==> config.mk <==
export PLATFORM = sky130hd
export DESIGN_NAME = dasr_top
export DESIGN_NICKNAME = d
export VERILOG_FILES = /design/src/dasr_pkg.sv /design/src/dasr_fifo.sv /design/src/dasr_sync3.sv /design/src/dasr_top.sv
export SDC_FILE = /design/constraint.sdc
export NUM_CORES = 1
export LEC_CHECK = 0
export ABC_AREA = 1
export BUFFER_PORTS_ARGS = -buffer_cell sky130_fd_sc_hd__buf_2
export CAP_MARGIN = 20
export CORE_UTILIZATION = 55
export DETAILED_ROUTE_END_ITERATION = 6
export PLACE_DENSITY_LB_ADDON = 0.1
export SLEW_MARGIN = 20
export SYNTH_ARGS = -nofsm -noshare
export SYNTH_HDL_FRONTEND = slang
export SYNTH_SLANG_ARGS = --single-unit
==> constraint.sdc <==
create_clock -name sys_clk_in -period 4.3 [get_ports sys_clk_in]
set_clock_uncertainty 0.05 [all_clocks]
set_input_delay 0.215 -clock sys_clk_in [delete_from_list [all_inputs] [get_ports sys_clk_in]]
set_output_delay 0.215 -clock sys_clk_in [all_outputs]
set_load 0.05 [all_outputs]
==> src/dasr_pkg.sv <==
// constants and types shared by the dual channel serial readout block
package dasr_pkg;

    // clock rate of sys_clk_in
    localparam int CLK_MHZ = 100;

    // result width choices and the default build
    localparam int RES_BITS_16 = 16;
    localparam int RES_BITS_14 = 14;
    localparam int RES_BITS_12 = 12;
    localparam int RES_BITS_DEF = RES_BITS_16;
    localparam int FIFO_DEPTH_DEF = 8;

    // falling serial clock edge figures of a frame
    localparam int CONV_EDGES = 14;
    localparam int MSB_EDGE = 15;
    localparam int EDGE_CNT_BITS = 6;
    localparam logic [EDGE_CNT_BITS-1:0] EDGE_CNT_MAX = 6'h3F;

    // 16-bit reference codes; narrower widths take the top bits
    localparam logic [15:0] negative_full_scale_code = 16'h8000;
    localparam logic [15:0] positive_full_scale_code = 16'h7FFF;
    localparam logic [15:0] below_midscale_code = 16'hFFFF;
    localparam logic [15:0] midscale_code = 16'h0000;

    // frame select high time after an abort, in ns
    localparam int abort_min_high_time_16_ns = 120;
    localparam int abort_min_high_time_14_ns = 100;
    localparam int abort_min_high_time_12_ns = 70;
    localparam int ABORT_CNT_BITS = 8;

    // synchroniser idle levels
    localparam logic FRAME_SEL_IDLE = 1'b1;
    localparam logic SERIAL_CLK_IDLE = 1'b0;

    // least time rounds up, never below one cycle
    function automatic int ns_to_min_cycles(input int ns);
        int cyc;
        cyc = (ns * CLK_MHZ + 999) / 1000;
        return (cyc < 1) ? 1 : cyc;
    endfunction

    function automatic int abort_min_high_time_ns(input int res);
        if (res == RES_BITS_16) begin
            return abort_min_high_time_16_ns;
        end
        if (res == RES_BITS_14) begin
            return abort_min_high_time_14_ns;
        end
        return abort_min_high_time_12_ns;
    endfunction

    // one simultaneous sample pair, raw offset binary in the low bits
    typedef struct packed {
        logic [15:0] chan_a;
        logic [15:0] chan_b;
    } dasr_pair_type;

    typedef enum logic [1:0] {
        DASR_IDLE = 2'b00,
        DASR_CONVERT = 2'b01,
        DASR_SHIFT = 2'b11,
        DASR_TRAIL = 2'b10
    } dasr_state_type;

endpackage

==> src/dasr_fifo.sv <==
// sample fifo with registered read data and registered ready
`timescale 1ns/1ns
`default_nettype none
module dasr_fifo #(
    parameter int WIDTH = 32,
    parameter int DEPTH = 8
) (
    input wire logic sys_clk_in,
    input wire logic rst_in,
    input wire logic [WIDTH-1:0] in_data_in,
    input wire logic in_valid_in,
    output logic in_ready_out,
    output logic [WIDTH-1:0] out_data_out,
    output logic out_valid_out,
    input wire logic out_ready_in
);
    localparam int PTR_BITS = (DEPTH > 1) ? $clog2(DEPTH) : 1;
    localparam int CNT_BITS = $clog2(DEPTH + 1);
    localparam logic [CNT_BITS-1:0] FULL_CNT = CNT_BITS'(DEPTH);
    localparam logic [PTR_BITS-1:0] LAST_PTR = PTR_BITS'(DEPTH - 1);

    logic [WIDTH-1:0] mem_ff [DEPTH];
    logic [PTR_BITS-1:0] wr_ptr_ff;
    logic [PTR_BITS-1:0] rd_ptr_ff;
    logic [CNT_BITS-1:0] cnt_ff;
    logic [CNT_BITS-1:0] nxt_cnt;
    logic push;
    logic load;

    assign push = in_valid_in && in_ready_out;
    // output stage refills from storage when empty or being drained
    assign load = (cnt_ff != '0) && (!out_valid_out || out_ready_in);
    assign nxt_cnt = cnt_ff + CNT_BITS'(push) - CNT_BITS'(load);

    always_ff @(posedge sys_clk_in) begin
        if (push) begin
            mem_ff[wr_ptr_ff] <= in_data_in;
        end
    end

    always_ff @(posedge sys_clk_in or posedge rst_in) begin
        if (rst_in) begin
            wr_ptr_ff <= '0;
            rd_ptr_ff <= '0;
            cnt_ff <= '0;
            in_ready_out <= 1'b0;
        end else begin
            if (push) begin
                wr_ptr_ff <= (wr_ptr_ff == LAST_PTR) ? '0 : wr_ptr_ff + 1'b1;
            end
            if (load) begin
                rd_ptr_ff <= (rd_ptr_ff == LAST_PTR) ? '0 : rd_ptr_ff + 1'b1;
            end
            cnt_ff <= nxt_cnt;
            in_ready_out <= (nxt_cnt < FULL_CNT);
        end
    end

    always_ff @(posedge sys_clk_in or posedge rst_in) begin
        if (rst_in) begin
            out_valid_out <= 1'b0;
            out_data_out <= '0;
        end else if (load) begin
            out_valid_out <= 1'b1;
            out_data_out <= mem_ff[rd_ptr_ff];
        end else if (out_ready_in) begin
            out_valid_out <= 1'b0;
        end
    end
endmodule
`default_nettype wire

==> src/dasr_sync3.sv <==
// three stage pin synchroniser with agreement filter
`timescale 1ns/1ns
`default_nettype none
module dasr_sync3 #(
    parameter logic IDLE_LEVEL = 1'b0
) (
    input wire logic sys_clk_in,
    input wire logic rst_in,
    input wire logic pin_in,
    output logic level_out
);
    logic meta_ff;
    logic stage2_ff;
    logic stage3_ff;

    always_ff @(posedge sys_clk_in or posedge rst_in) begin
        if (rst_in) begin
            meta_ff <= IDLE_LEVEL;
            stage2_ff <= IDLE_LEVEL;
            stage3_ff <= IDLE_LEVEL;
        end else begin
            meta_ff <= pin_in;
            stage2_ff <= meta_ff;
            stage3_ff <= stage2_ff;
        end
    end

    // a change counts only once the last two stages agree
    always_ff @(posedge sys_clk_in or posedge rst_in) begin
        if (rst_in) begin
            level_out <= IDLE_LEVEL;
        end else if (stage2_ff == stage3_ff) begin
            level_out <= stage3_ff;
        end
    end
endmodule
`default_nettype wire

==> src/dasr_top.sv <==
// dual channel simultaneous sample serial readout and conversion sequencer
//
// Function
// - one frame is one conversion plus readout, from select fall to select rise
// - select falling enables both data outputs and drives them low
// - for 14 serial clocks after frame start both outputs stay zero
// - 15th falling edge resumes sampling and puts out each channel's MSB
// - each following falling edge launches the next result bit, MSB first
// - LSB on edge 30, 28 or 26; zeros after it until frame end
// - every result on both channels is twos complement
// - full scale codes 8000/7FFF, midscale 0000, below midscale FFFF, truncated
// - result width 16, 14 or 12 is a build parameter
// - both channels sampled together; A on first output, B on second
// - select rising ends the frame and floats both outputs
// - host may raise select anywhere; device accepts it at any cycle
// - select rising before edge 15 abandons conversion and resumes sampling
// - select rising after edge 15 leaves bits already sent valid
`timescale 1ns/1ns
`default_nettype none
module dasr_top #(
    parameter int RES_BITS = dasr_pkg::RES_BITS_DEF,
    parameter int FIFO_DEPTH = dasr_pkg::FIFO_DEPTH_DEF
) (
    input wire logic sys_clk_in,
    input wire logic rst_in,
    input wire logic frame_sel_n_in,
    input wire logic serial_clk_in,
    input wire dasr_pkg::dasr_pair_type sample_in,
    input wire logic sample_valid_in,
    output logic sample_ready_out,
    output logic channel_a_serial_out,
    output logic channel_a_serial_oe_n_out,
    output logic channel_b_serial_out,
    output logic channel_b_serial_oe_n_out,
    output logic sample_hold_out,
    output logic frame_active_out,
    output logic conversion_abort_out,
    output logic acquisition_short_out
);
    import dasr_pkg::*;

    localparam int LSB_EDGE = CONV_EDGES + RES_BITS;
    localparam logic [EDGE_CNT_BITS-1:0] MSB_EDGE_CNT = EDGE_CNT_BITS'(MSB_EDGE);
    localparam logic [EDGE_CNT_BITS-1:0] LSB_EDGE_CNT = EDGE_CNT_BITS'(LSB_EDGE);
    localparam int ABORT_MIN_CYC = ns_to_min_cycles(abort_min_high_time_ns(RES_BITS));
    localparam logic [ABORT_CNT_BITS-1:0] ABORT_MIN_CNT = ABORT_CNT_BITS'(ABORT_MIN_CYC);
    localparam logic [ABORT_CNT_BITS-1:0] ABORT_CNT_MAX = '1;
    localparam logic [RES_BITS-1:0] SIGN_FLIP = negative_full_scale_code[15 -: RES_BITS];
    localparam logic [RES_BITS-1:0] MID_CODE = midscale_code[15 -: RES_BITS];

    // raw offset binary to twos complement: 0 -> 8000, midscale -> 0000
    function automatic logic [RES_BITS-1:0] to_twos(input logic [15:0] raw);
        return raw[RES_BITS-1:0] ^ SIGN_FLIP;
    endfunction

    logic frame_sel_n_s;
    logic serial_clk_s;
    logic frame_sel_n_prev_ff;
    logic serial_clk_prev_ff;
    logic frame_start;
    logic frame_end;
    logic sclk_fall;
    dasr_state_type state_ff;
    dasr_state_type nxt_state;
    logic [EDGE_CNT_BITS-1:0] edge_cnt_ff;
    logic [EDGE_CNT_BITS-1:0] nxt_edge_cnt;
    logic [RES_BITS-1:0] shift_a_ff;
    logic [RES_BITS-1:0] shift_b_ff;
    logic [ABORT_CNT_BITS-1:0] high_cnt_ff;
    logic aborted_ff;
    dasr_pair_type fifo_data;
    logic fifo_valid;

    dasr_sync3 #(
        .IDLE_LEVEL(FRAME_SEL_IDLE)
    ) u_sync_frame_sel (
        .sys_clk_in(sys_clk_in),
        .rst_in(rst_in),
        .pin_in(frame_sel_n_in),
        .level_out(frame_sel_n_s)
    );

    dasr_sync3 #(
        .IDLE_LEVEL(SERIAL_CLK_IDLE)
    ) u_sync_serial_clk (
        .sys_clk_in(sys_clk_in),
        .rst_in(rst_in),
        .pin_in(serial_clk_in),
        .level_out(serial_clk_s)
    );

    // converted samples wait here; a full fifo stalls the analog source
    dasr_fifo #(
        .WIDTH($bits(dasr_pair_type)),
        .DEPTH(FIFO_DEPTH)
    ) u_sample_fifo (
        .sys_clk_in(sys_clk_in),
        .rst_in(rst_in),
        .in_data_in(sample_in),
        .in_valid_in(sample_valid_in),
        .in_ready_out(sample_ready_out),
        .out_data_out(fifo_data),
        .out_valid_out(fifo_valid),
        .out_ready_in(frame_start)
    );

    always_ff @(posedge sys_clk_in or posedge rst_in) begin
        if (rst_in) begin
            frame_sel_n_prev_ff <= FRAME_SEL_IDLE;
            serial_clk_prev_ff <= SERIAL_CLK_IDLE;
        end else begin
            frame_sel_n_prev_ff <= frame_sel_n_s;
            serial_clk_prev_ff <= serial_clk_s;
        end
    end

    assign frame_start = frame_sel_n_prev_ff && !frame_sel_n_s;
    assign frame_end = !frame_sel_n_prev_ff && frame_sel_n_s;
    // serial clock edges only count while select is low
    assign sclk_fall = serial_clk_prev_ff && !serial_clk_s && !frame_sel_n_s;

    // saturating falling edge count within the frame
    always_comb begin
        nxt_edge_cnt = edge_cnt_ff;
        if (frame_start) begin
            nxt_edge_cnt = '0;
        end else if (sclk_fall && edge_cnt_ff != EDGE_CNT_MAX) begin
            nxt_edge_cnt = edge_cnt_ff + 1'b1;
        end
    end

    always_comb begin
        nxt_state = state_ff;
        case (state_ff)
            DASR_IDLE: begin
                if (frame_start) begin
                    nxt_state = DASR_CONVERT;
                end
            end
            DASR_CONVERT: begin
                if (frame_end) begin
                    nxt_state = DASR_IDLE;
                end else if (nxt_edge_cnt == MSB_EDGE_CNT) begin
                    nxt_state = DASR_SHIFT;
                end
            end
            DASR_SHIFT: begin
                if (frame_end) begin
                    nxt_state = DASR_IDLE;
                end else if (sclk_fall && edge_cnt_ff == LSB_EDGE_CNT) begin
                    nxt_state = DASR_TRAIL;
                end
            end
            DASR_TRAIL: begin
                if (frame_end) begin
                    nxt_state = DASR_IDLE;
                end
            end
            default: begin
                nxt_state = DASR_IDLE;
            end
        endcase
    end

    always_ff @(posedge sys_clk_in or posedge rst_in) begin
        if (rst_in) begin
            state_ff <= DASR_IDLE;
            edge_cnt_ff <= '0;
        end else begin
            state_ff <= nxt_state;
            edge_cnt_ff <= nxt_edge_cnt;
        end
    end

    // both channels come from one fifo word, so they share one sample instant
    always_ff @(posedge sys_clk_in or posedge rst_in) begin
        if (rst_in) begin
            shift_a_ff <= '0;
            shift_b_ff <= '0;
        end else if (frame_start) begin
            if (fifo_valid) begin
                shift_a_ff <= to_twos(fifo_data.chan_a);
                shift_b_ff <= to_twos(fifo_data.chan_b);
            end else begin
                // no sample waiting: report midscale rather than stale data
                shift_a_ff <= MID_CODE;
                shift_b_ff <= MID_CODE;
            end
        end else if (sclk_fall && state_ff == DASR_SHIFT && nxt_state == DASR_SHIFT) begin
            shift_a_ff <= {shift_a_ff[RES_BITS-2:0], 1'b0};
            shift_b_ff <= {shift_b_ff[RES_BITS-2:0], 1'b0};
        end
    end

    // serial data: zero while converting, result bits, then trailing zeros
    always_ff @(posedge sys_clk_in or posedge rst_in) begin
        if (rst_in) begin
            channel_a_serial_out <= 1'b0;
            channel_b_serial_out <= 1'b0;
        end else if (frame_start || frame_end) begin
            channel_a_serial_out <= 1'b0;
            channel_b_serial_out <= 1'b0;
        end else if (sclk_fall) begin
            if (nxt_state == DASR_SHIFT && nxt_edge_cnt == MSB_EDGE_CNT) begin
                channel_a_serial_out <= shift_a_ff[RES_BITS-1];
                channel_b_serial_out <= shift_b_ff[RES_BITS-1];
            end else if (nxt_state == DASR_SHIFT) begin
                channel_a_serial_out <= shift_a_ff[RES_BITS-2];
                channel_b_serial_out <= shift_b_ff[RES_BITS-2];
            end else begin
                channel_a_serial_out <= 1'b0;
                channel_b_serial_out <= 1'b0;
            end
        end
    end

    // drive enables are low while the pins are driven
    always_ff @(posedge sys_clk_in or posedge rst_in) begin
        if (rst_in) begin
            channel_a_serial_oe_n_out <= 1'b1;
            channel_b_serial_oe_n_out <= 1'b1;
            frame_active_out <= 1'b0;
        end else if (frame_end) begin
            channel_a_serial_oe_n_out <= 1'b1;
            channel_b_serial_oe_n_out <= 1'b1;
            frame_active_out <= 1'b0;
        end else if (frame_start) begin
            channel_a_serial_oe_n_out <= 1'b0;
            channel_b_serial_oe_n_out <= 1'b0;
            frame_active_out <= 1'b1;
        end
    end

    // hold from frame start until edge 15 or an early select rise
    always_ff @(posedge sys_clk_in or posedge rst_in) begin
        if (rst_in) begin
            sample_hold_out <= 1'b0;
            conversion_abort_out <= 1'b0;
        end else begin
            conversion_abort_out <= frame_end && state_ff == DASR_CONVERT;
            if (frame_start) begin
                sample_hold_out <= 1'b1;
            end else if (frame_end || nxt_state == DASR_SHIFT) begin
                sample_hold_out <= 1'b0;
            end
        end
    end

    // a frame ended before the full readout is an abort; check the high time
    // that follows it, since a short one starves the next acquisition
    always_ff @(posedge sys_clk_in or posedge rst_in) begin
        if (rst_in) begin
            aborted_ff <= 1'b0;
            high_cnt_ff <= '0;
            acquisition_short_out <= 1'b0;
        end else begin
            acquisition_short_out <= 1'b0;
            if (frame_end) begin
                aborted_ff <= (state_ff != DASR_TRAIL);
                high_cnt_ff <= '0;
            end else if (frame_start) begin
                acquisition_short_out <= aborted_ff && (high_cnt_ff < ABORT_MIN_CNT);
                aborted_ff <= 1'b0;
            end else if (frame_sel_n_s && high_cnt_ff != ABORT_CNT_MAX) begin
                high_cnt_ff <= high_cnt_ff + 1'b1;
            end
        end
    end
endmodule
`default_nettype wire

==> results.sh, run 1 <==
export IMPL_hold_buffers=35
export IMPL_clkSinkCount=366
export IMPL_wl_um=30700
export IMPL_critPathCaptureType="flop"
export IMPL_critPathArrivalTime_ps=3460
export IMPL_cp_start_kind="flop"
export IMPL_fin_crit_ps=3060
export IMPL_via_per_inst=5.49
export IMPL_start_util_pct=55.9
export IMPL_power_density_mw_per_mm2=636
export IMPL_nFillCells=2043
export IMPL_p_clk_share_pct=28.9
export IMPL_path_max_fanout=36
export IMPL_dp_slack_ps=1210
export IMPL_rows=60
export IMPL_firstDrtPassIters=5
export IMPL_grt_met3_usage_pct=2.86
export IMPL_use_met1_pct=31.8
export IMPL_layout_nets=1368
export IMPL_crit_required_ps=4700
export IMPL_multi_input_area_mm2=0.00382
export IMPL_cts_buffer_depth=3
export IMPL_grt_pass1_vias=8974
export IMPL_syn_nets=1293
export IMPL_crit_path_top_delay_cell="dfstp_2"
export IMPL_irDropWorstVdd_mv=0.400
export IMPL_grt_pass1_wl_um=48800
export IMPL_track_usage_pct=22.6
export IMPL_ys_types=41
export IMPL_crit_path_max_incr_delay_ps=570
export IMPL_grt_max_degree=68
export IMPL_pwr_share_comb_pct=27.6
export IMPL_leakage_nw=6.95
export IMPL_top_level_ports=46
export IMPL_worstMarginPinSlew_ps=928
export IMPL_cts_tree="yes"
export IMPL_status="complete, no violations"
export IMPL_r2r_end="shift_b_ff[14]"
export IMPL_ff_latch_area_mm2=0.0105
export IMPL_grt_antenna_before_repair=0
export IMPL_clock_latency_ps=520
export IMPL_rsz0062_at_grt="no"
export IMPL_crit_type="reg2reg"
export IMPL_final_period_utilization_pct=71.3
export IMPL_r2r_cells=13
export IMPL_overflow=0
export IMPL_busiest_layer="met2"
export IMPL_cts_root_buf="clkbuf_16"
export IMPL_setup_viol=0
export IMPL_post_cts_buffers=0
export IMPL_drc=0
export IMPL_gp_congestion=0.783
export IMPL_layout_common_cells="edfxtp_1, nand2_1, inv_1"
export IMPL_layout_commonest_cell="edfxtp_1"
export IMPL_seqPwrFrac_pct=43.5
export IMPL_p_int_mw=7.33
export IMPL_cp_cell_sequence="inv_2, ha_1, inv_2, nand2_1, nor2_2, nand2_1, nor2_2, nand3_2, nand2_4, nand3_4, nand2_4, nand2_1, nand2_1"
export IMPL_drv_slew=0
export IMPL_cts_max_level=2
export IMPL_max_freq_ghz=0.326
export IMPL_place_hpwl_um=17400
export IMPL_wl_per_cell_um=18.2
export IMPL_cts_resized_gates=0
export IMPL_syn_area_mm2=0.0150
export IMPL_yosys_warnings=0
export IMPL_tns_ps=0
export IMPL_hold_viol_final=0
export IMPL_ys_seq_area_share_pct=69.5
export IMPL_die_w_um=167
export IMPL_drtIter0Drc=778
export IMPL_setup_ws_ps=1240
export IMPL_avgSynthCellArea_um2=12.1
export IMPL_grt_use_met2_pct=37.9
export IMPL_core_area_mm2=0.0269
export IMPL_crit_end="shift_b_ff[14]"
export IMPL_reg2reg_slack_ps=1240
export IMPL_drive_above_1_share_pct=11.9
export IMPL_rr_startpoint="u_sync_frame_sel.level_out"
export IMPL_area_delta_synth_final_pct=14.5
export IMPL_p_switching_mw=3.61
export IMPL_critPathMostFrequentCell="nand2_1"
export IMPL_route_antenna_remaining_nets=0
export IMPL_synth_cells=1240
export IMPL_maxCapViolCount=0
export IMPL_hp_class="in2reg"
export IMPL_portBuffers=45
export IMPL_cts_inserted_buffers=39
export IMPL_switching_share_pct=33.0
export IMPL_ys_ff_latch=366
export IMPL_dr_total_vias=9256
export IMPL_die_h_um=167
export IMPL_dieArea_mm2=0.0280
export IMPL_clk_pin_slew_ps=60
export IMPL_startpoint="u_sync_frame_sel.level_out"
export IMPL_diodes=0
export IMPL_slew_headroom_pct=38.0
[stage by stage]
step                      instance area [um2]  total power [mW]  std cells  hold slack [ps]  utilization [%]
after global placement                  15600              7.76       1580              121             58.1
after global routing                    17200              11.6       1687             82.2             64.0
final                                   17200              10.9       1687             27.8             64.0
after floorplan                         15000              6.93       1240              169                -
after detailed placement                15600              7.84       1580              120             58.1
after CTS                               17200              11.0       1687             17.4             64.0
[how the worst min path moves through the flow]
stage | from | end | slack, ps | depth (start not counted)
2_1_floorplan | frame_sel_n_in | u_sync_frame_sel.meta_ff | 170 | 0
3_3_place_gp | rst_in | u_sync_serial_clk.level_out | 120 | 2
3_5_place_dp | rst_in | u_sample_fifo.cnt_ff[2] | 120 | 2
4_1_cts | sample_valid_in | u_sample_fifo.wr_ptr_ff[0] | 20 | 4
5_1_grt | sample_valid_in | u_sample_fifo.wr_ptr_ff[0] | 80 | 4
6_report | sample_valid_in | u_sample_fifo.wr_ptr_ff[0] | 30 | 4
[state kept, by name, indices dropped and copies added, names as in the netlist, 2 cells and up]
register / cells
shift_a_ff: 16
state_ff: 2
u_sample_fifo.mem_ff: 256
shift_b_ff: 16
u_sample_fifo.cnt_ff: 4
u_sample_fifo.out_data_out: 32
u_sample_fifo.wr_ptr_ff: 3
edge_cnt_ff: 6
u_sample_fifo.rd_ptr_ff: 3
high_cnt_ff: 8
[final cells by class]
type / instances / area share [%]
Clock buffer: 60 / 6.72
Clock inverter: 12 / 0.407
Inverter: 141 / 3.09
Multi-Input combinational cell: 666 / 22.2
Sequential cell: 366 / 60.8
Tap cell: 341 / 2.48
Timing Repair Buffer: 101 / 4.33
[logic make-up after synthesis]
kind of cell	count (synthesis)	synth area share, %
DFF	366	69.5
xor gates and xnor gates	3	0.175
muxes	65	4.34
and+or+nand+nor	290	8.40
buffers and inverters	208	5.46
adders and majority gates	18	1.52
AOI/OAI and AO/OA	290	10.6
[cell usage after synthesis, drive strengths merged]
library cell | count | area [um2]
a21oi | 72 | 364
buf | 28 | 145
fa | 1 | 20.0
nand3 | 73 | 395
o21ai | 159 | 796
inv | 139 | 522
dfstp | 6 | 158
a31oi | 1 | 6.26
nor2 | 40 | 160
clkbuf | 39 | 146
mux2i | 64 | 641
xnor2 | 1 | 8.76
nor4 | 2 | 12.5
and2 | 1 | 6.26
nor3 | 4 | 20.0
o31ai | 1 | 7.51
mux2 | 1 | 11.3
a41oi | 1 | 8.76
o22ai | 10 | 62.6
edfxtp | 256 | 7690
dfrtp | 104 | 2600
xor2 | 2 | 17.5
nand4 | 4 | 25.0
or2 | 1 | 6.26
o21a | 2 | 15.0
nand2 | 165 | 637
o211ai | 44 | 330
clkinv | 2 | 7.51
ha | 15 | 188
maj3 | 2 | 20.0
[routing by layer]
layer	vias up	part of all wire [%]
li1	4503	-
met5	-	0
met1	4537	45
met2	179	50
met3	37	3.5
met4	0	1.4
[critical path, delay by kind of cell (launching register included)]
kind	cells	cell delay (ps)
flops	1	570
fa+ha+maj	1	250
buf+inv	2	500
simple gates	10	1600
[power by group through the flow]
stage / combinational, mW / clock (mW) / sequential (mW)
global route: 3.42 / 3.35 / 4.82
floorplan: 2.21 / 0 / 4.72
global placement: 2.96 / 0 / 4.80
CTS: 3.06 / 3.21 / 4.76
finish: 3.02 / 3.16 / 4.75
detailed placement: 3.02 / 0 / 4.82
(Power assumes the default switching activity.)
==> run 2: changes to the inputs <==
--- a/config.mk
+++ b/config.mk
@@ -5,7 +5,7 @@
 export SDC_FILE = /design/constraint.sdc
 export NUM_CORES = 1
 export LEC_CHECK = 0
-export ABC_AREA = 1
+export ABC_AREA = 0
 export BUFFER_PORTS_ARGS = -buffer_cell sky130_fd_sc_hd__buf_2
 export CAP_MARGIN = 20
 export CORE_UTILIZATION = 55
==> constraint.sdc (replaced) <==
create_clock -name sys_clk_in -period 2.7 [get_ports sys_clk_in]
set_clock_uncertainty 0.05 [all_clocks]
set_input_delay 0.135 -clock sys_clk_in [delete_from_list [all_inputs] [get_ports sys_clk_in]]
set_output_delay 0.135 -clock sys_clk_in [all_outputs]
set_load 0.05 [all_outputs]
==> results.sh, run 2 <==
export IMPL_worstMarginPinSlew_ps=865
export IMPL_cts_resized_gates=0
export IMPL_area_delta_synth_final_pct=16.2
export IMPL_critPathCaptureType="flop"
export IMPL_maxCapViolCount=0
export IMPL_drtIter0Drc=503
export IMPL_crit_family="flip-flops"
export IMPL_design_area_mm2=0.0167
export IMPL_layout_nets=992
export IMPL_final_util_pct=65.7
export IMPL_synthDominantCellAreaShare_pct=53.6
export IMPL_wl_met3_um=993
export IMPL_portBuffers=45
export IMPL_place_inst=1195
export IMPL_rows=58
export IMPL_postSynth_asyncResetShare_pct=30.1
export IMPL_firstDrtPassIters=4
export IMPL_switching_share_pct=28.7
export IMPL_grt_max_degree=78
export IMPL_final_period_utilization_pct=86.7
export IMPL_wl_per_cell_um=20.9
export IMPL_synth_edf_count=256
export IMPL_instances_no_fill=1296
export IMPL_grt_pass1_wl_um=43300
export IMPL_grt_pass1_vias=7936
export IMPL_ys_types=57
export IMPL_crit_type="reg2reg"
export IMPL_avgSynthCellArea_um2=17.0
export IMPL_path_buf_inv=1
export IMPL_hold_viol_final=0
export IMPL_regMostFlops="u_sample_fifo.mem_ff"
export IMPL_wl_met2_um=13900
export IMPL_cts_buffer_depth=3
export IMPL_layout_commonest_cell="edfxtp_1"
export IMPL_start_util_pct=56.5
export IMPL_rr_startpoint="u_sync_frame_sel.level_out"
export IMPL_ys_top_cells_by_count="edfxtp_1, dfrtp_1, mux4_2"
export IMPL_track_usage_pct=21.6
export IMPL_crit_required_ps=3090
export IMPL_diodes=0
export IMPL_cts_max_level=2
export IMPL_place_hpwl_um=15400
export IMPL_overflow=0
export IMPL_gp_congestion=0.846
export IMPL_die_h_um=164
export IMPL_synth_top_area_cell="edfxtp_1"
export IMPL_grt_antenna_before_repair=0
export IMPL_clock_latency_ps=510
export IMPL_synth_cells=843
export IMPL_reg2reg_slack_ps=360
export IMPL_slew_headroom_pct=42.3
export IMPL_power_density_mw_per_mm2=992
export IMPL_cts_tree="yes"
export IMPL_pwr_share_comb_pct=23.7
export IMPL_drc=0
export IMPL_post_cts_buffers=0
export IMPL_wl_um=27100
export IMPL_via_per_inst=5.91
export IMPL_p_switching_mw=4.74
export IMPL_critPathArrivalTime_ps=2730
export IMPL_drv_slew=0
export IMPL_drt_met1_wl_um=11600
export IMPL_leakage_nw=6.03
export IMPL_status="complete, no violations"
export IMPL_clkSinkCount=366
export IMPL_largest_reg_flops=256
export IMPL_yosys_top_cells_area="edfxtp_1, dfrtp_1, mux4_2"
export IMPL_hp_class="in2reg"
export IMPL_synthFlopType="edfxtp_1"
export IMPL_holdPathStages=2
export IMPL_cp_cell_sequence="ha_1, inv_1, a21o_1, or4_1, a21oi_1"
export IMPL_p_int_mw=11.8
export IMPL_core_area_mm2=0.0254
export IMPL_synth_most_common_cell="edfxtp_1"
export IMPL_r2r_end="high_cnt_ff[7]"
export IMPL_cts_root_buf="clkbuf_16"
export IMPL_path_max_fanout=11
export IMPL_route_antenna_remaining_nets=0
export IMPL_dieArea_mm2=0.0267
export IMPL_rsz0062_at_grt="no"
export IMPL_syn_nets=896
export IMPL_hp_start="serial_clk_in"
export IMPL_largestRegisters="u_sample_fifo.mem_ff (256), u_sample_fifo.out_data_out (32)"
export IMPL_irDropWorstVdd_mv=0.695
export IMPL_p_clk_share_pct=29.4
export IMPL_tns_ps=0
export IMPL_seqPwrFrac_pct=46.9
export IMPL_drive_above_1_share_pct=22.2
export IMPL_crit_path_max_incr_delay_ps=590
export IMPL_layout_common_cells="edfxtp_1, dfrtp_1, mux4_2"
export IMPL_placed_cell_area_mm2=0.0152
export IMPL_yosys_warnings=0
export IMPL_syn_area_mm2=0.0144
export IMPL_r2r_cells=5
export IMPL_dr_total_vias=7661
export IMPL_cp_start_kind="flop"
export IMPL_holdPathEnd="u_sync_serial_clk.meta_ff"
export IMPL_max_freq_ghz=0.427
export IMPL_top_level_ports=46
export IMPL_ys_ff_latch=366
export IMPL_cts_inserted_buffers=37
export IMPL_ys_seq_area_share_pct=72.8
export IMPL_setup_viol=0
export IMPL_top_layer="met4"
export IMPL_fin_crit_ps=2340
export IMPL_clk_pin_slew_ps=60
export IMPL_crit_path_top_delay_cell="dfstp_2"
export IMPL_die_w_um=164
run 2: layer usage:
metal / up-vias / global-route usage [%]
met4: 0 / 7.11
met3: 52 / 3.20
met1: 3972 / 28.4
met5: - / 0
met2: 169 / 37.2
li1: 3468 / -
run 2: cell type report:
| type | instances | area [um2] |
|---|---|---|
| repair buffers | 101 | 833 |
| multi-input cells | 408 | 3720 |
| well taps | 330 | 413 |
| flip-flops and latches | 366 | 10500 |
| clock buffers | 46 | 970 |
| inverters | 25 | 104 |
| clock inverters | 20 | 184 |
| fillers | 1744 | 8720 |
run 2: logic make-up after synthesis:
family | share of synthesized area [%]
AO/OA/AOI/OAI | 6.00
flip-flops | 72.8
AND/OR/NAND/NOR | 4.68
XOR/XNOR | 0.305
adder cells (fa/ha/maj) | 1.59
multiplexers | 12.7
buffers and inverters | 1.96
run 2: how the worst max path moves through the flow:
stage	depth (start not counted)	slack, ps	start	end
6_report	5	360	u_sync_frame_sel.level_out	high_cnt_ff[7]
5_1_grt	11	240	u_sync_frame_sel.level_out	u_sample_fifo.in_ready_out
4_1_cts	11	370	u_sync_frame_sel.level_out	u_sample_fifo.in_ready_out
3_5_place_dp	11	380	u_sync_frame_sel.level_out	u_sample_fifo.in_ready_out
3_3_place_gp	11	440	u_sync_frame_sel.level_out	u_sample_fifo.in_ready_out
2_1_floorplan	4	-370	u_sample_fifo.in_ready_out	u_sample_fifo.mem_ff[7][0]
run 2: power by group through the flow:
stage | clock (mW) | combinational (mW) | sequential, mW
2_1_floorplan | 0 | 3.02 | 7.57
3_3_place_gp | 0 | 3.82 | 7.82
3_5_place_dp | 0 | 3.94 | 7.88
4_1_cts | 4.97 | 3.99 | 7.78
5_1_grt | 5.15 | 4.31 | 7.88
6_report | 4.86 | 3.92 | 7.76
run 2: metrics by stage:
step	power, mW	hold WS, ps	setup slack, ps
2_1_floorplan	10.6	89.5	-374
3_3_place_gp	11.6	194	441
3_5_place_dp	11.8	196	381
4_1_cts	16.7	204	373
5_1_grt	17.3	221	242
6_report	16.5	220	359
run 2: timing repair:
item                       CTS  global route
hold endpoints to repair   285             0
setup endpoints to repair    0             0
hold buffers                35             0
==> run 3: changes to the inputs <==
==> constraint.sdc (replaced) <==
create_clock -name sys_clk_in -period 3 [get_ports sys_clk_in]
set_clock_uncertainty 0.05 [all_clocks]
set_input_delay 0.15 -clock sys_clk_in [delete_from_list [all_inputs] [get_ports sys_clk_in]]
set_output_delay 0.15 -clock sys_clk_in [all_outputs]
set_load 0.05 [all_outputs]
==> results.sh, run 3 (same netlist as run 2, synthesis figures left out) <==
export IMPL_die_h_um=164
export IMPL_rr_startpoint="u_sync_frame_sel.level_out"
export IMPL_grt_pass1_wl_um=42600
export IMPL_instances_no_fill=1302
export IMPL_cts_root_buf="clkbuf_16"
export IMPL_overflow=0
export IMPL_hold_viol_final=0
export IMPL_cts_buffer_depth=3
export IMPL_setup_ws_ps=667
export IMPL_place_inst=1199
export IMPL_switching_share_pct=27.7
export IMPL_holdPathEnd="u_sample_fifo.wr_ptr_ff[1]"
export IMPL_irDropWorstVdd_mv=0.572
export IMPL_regMostFlops="u_sample_fifo.mem_ff"
export IMPL_p_switching_mw=4.22
export IMPL_post_cts_buffers=0
export IMPL_reg2reg_slack_ps=670
export IMPL_top_level_ports=46
export IMPL_start_util_pct=56.5
export IMPL_layout_common_cells="edfxtp_1, dfrtp_1, mux4_2"
export IMPL_gp_congestion=0.794
export IMPL_critPathCaptureType="flop"
export IMPL_portBuffers=45
export IMPL_status="complete, no violations"
export IMPL_r2r_end="shift_b_ff[6]"
export IMPL_layout_commonest_cell="edfxtp_1"
export IMPL_wl_per_cell_um=20.3
export IMPL_via_per_inst=5.77
export IMPL_cts_max_level=2
export IMPL_final_period_utilization_pct=77.8
export IMPL_largest_reg_flops=256
export IMPL_p_int_mw=11.0
export IMPL_hold_slack_ps=170
export IMPL_path_max_fanout=62
export IMPL_die_w_um=164
export IMPL_firstDrtPassIters=5
export IMPL_clkSinkCount=366
export IMPL_pwr_share_comb_pct=23.1
export IMPL_crit_type="reg2reg"
export IMPL_max_freq_ghz=0.429
export IMPL_largestRegisters="u_sample_fifo.mem_ff (256), u_sample_fifo.out_data_out (32)"
export IMPL_cts_tree="yes"
export IMPL_drv_slew=0
export IMPL_setup_viol=0
export IMPL_holdPathStages=4
export IMPL_dp_slack_ps=676
export IMPL_crit_required_ps=3320
export IMPL_leakage_nw=6.09
export IMPL_fin_crit_ps=2330
export IMPL_tns_ps=0
export IMPL_critPathArrivalTime_ps=2650
export IMPL_track_usage_pct=21.0
export IMPL_clk_pin_slew_ps=60
export IMPL_hp_start="sample_valid_in"
export IMPL_route_antenna_remaining_nets=0
export IMPL_cp_start_kind="flop"
export IMPL_core_area_mm2=0.0254
export IMPL_rows=58
export IMPL_grt_antenna_before_repair=0
export IMPL_diodes=0
export IMPL_drc=0
export IMPL_wl_um=26400
export IMPL_startpoint="u_sync_frame_sel.level_out"
export IMPL_rsz0062_at_grt="no"
export IMPL_power_density_mw_per_mm2=907
export IMPL_hp_class="in2reg"
export IMPL_maxCapViolCount=0
export IMPL_dr_total_vias=7517
export IMPL_worstMarginPinSlew_ps=713
export IMPL_cts_inserted_buffers=37
export IMPL_final_util_pct=66.0
export IMPL_slew_headroom_pct=52.4
export IMPL_drtIter0Drc=502
export IMPL_clock_latency_ps=510
export IMPL_dieArea_mm2=0.0267
export IMPL_r2r_cells=7
export IMPL_place_hpwl_um=15100
export IMPL_seqPwrFrac_pct=45.9
export IMPL_p_clk_share_pct=31.0
export IMPL_layout_nets=996
export IMPL_area_delta_synth_final_pct=16.8
export IMPL_grt_pass1_vias=7907
export IMPL_grt_max_degree=68
export IMPL_drive_above_1_share_pct=22.4
==> run 3: cell count changes in the layout (fill, tap and decap cells not counted), sizes merged <==
cell      previous run  this run
buf                 66        70
clkinv              14         9
clkbuf              46        54
bufinv               3         5
clkinvlp             4         2
inv                 24        23
==> run 3: power by group through the flow <==
stage	Sequential (mW)	Combinational (mW)	Clock, mW
2_1_floorplan	6.81	2.71	0
3_3_place_gp	7.04	3.42	0
3_5_place_dp	7.09	3.55	0
4_1_cts	7.01	3.60	4.81
5_1_grt	7.11	3.87	5.02
6_report	6.99	3.51	4.71
==> run 3: final cells by class <==
| type | instances | area, um2 |
|---|---|---|
| flip-flops and latches | 366 | 10500 |
| fillers | 1759 | 8630 |
| multi-input cells | 408 | 3700 |
| clock buffers | 54 | 1070 |
| repair buffers | 105 | 826 |
| well taps | 330 | 413 |
| clock inverters | 14 | 199 |
| inverters | 25 | 103 |
==> run 3: metal layers <==
metal / global-route usage [%] / up-vias / part of all wire [%]
li1: - / 3469 / -
met1: 27.7 / 3885 / 43
met2: 36.6 / 129 / 52
met3: 3.17 / 34 / 3.5
met4: 5.68 / 0 / 1.7
met5: 0 / - / 0
==> run 3: metrics by stage <==
stage          instance area, um2  power (mW)
2_1_floorplan               14400        9.51
3_3_place_gp                15100        10.5
3_5_place_dp                15100        10.6
4_1_cts                     16800        15.4
5_1_grt                     16800        16.0
6_report                    16800        15.2
==> run 3: critical path: stages, from the launching register on <==
cell and delay (ps):
dfstp_2 590, inv_1 80, ha_1 220, clkinv_1 90, buf_4 360, o21a_1 180, buf_4 420, o21ai_0 180
==> run 3: worst max-delay path by stage <==
stage / to / slack, ps / cells past startpoint
finish: shift_b_ff[6] / 670 / 7
global route: shift_b_ff[3] / 440 / 7
CTS: shift_a_ff[9] / 660 / 7
detailed placement: shift_b_ff[12] / 680 / 7
global placement: u_sample_fifo.in_ready_out / 750 / 11
floorplan: u_sample_fifo.mem_ff[2][0] / -720 / 2
==> run 3: what timing repair did <==
action                                 4_1_cts  5_1_grt
hold buffers                                35        0
gates resized for setup                      0        0
endpoints found under the hold margin      286        0
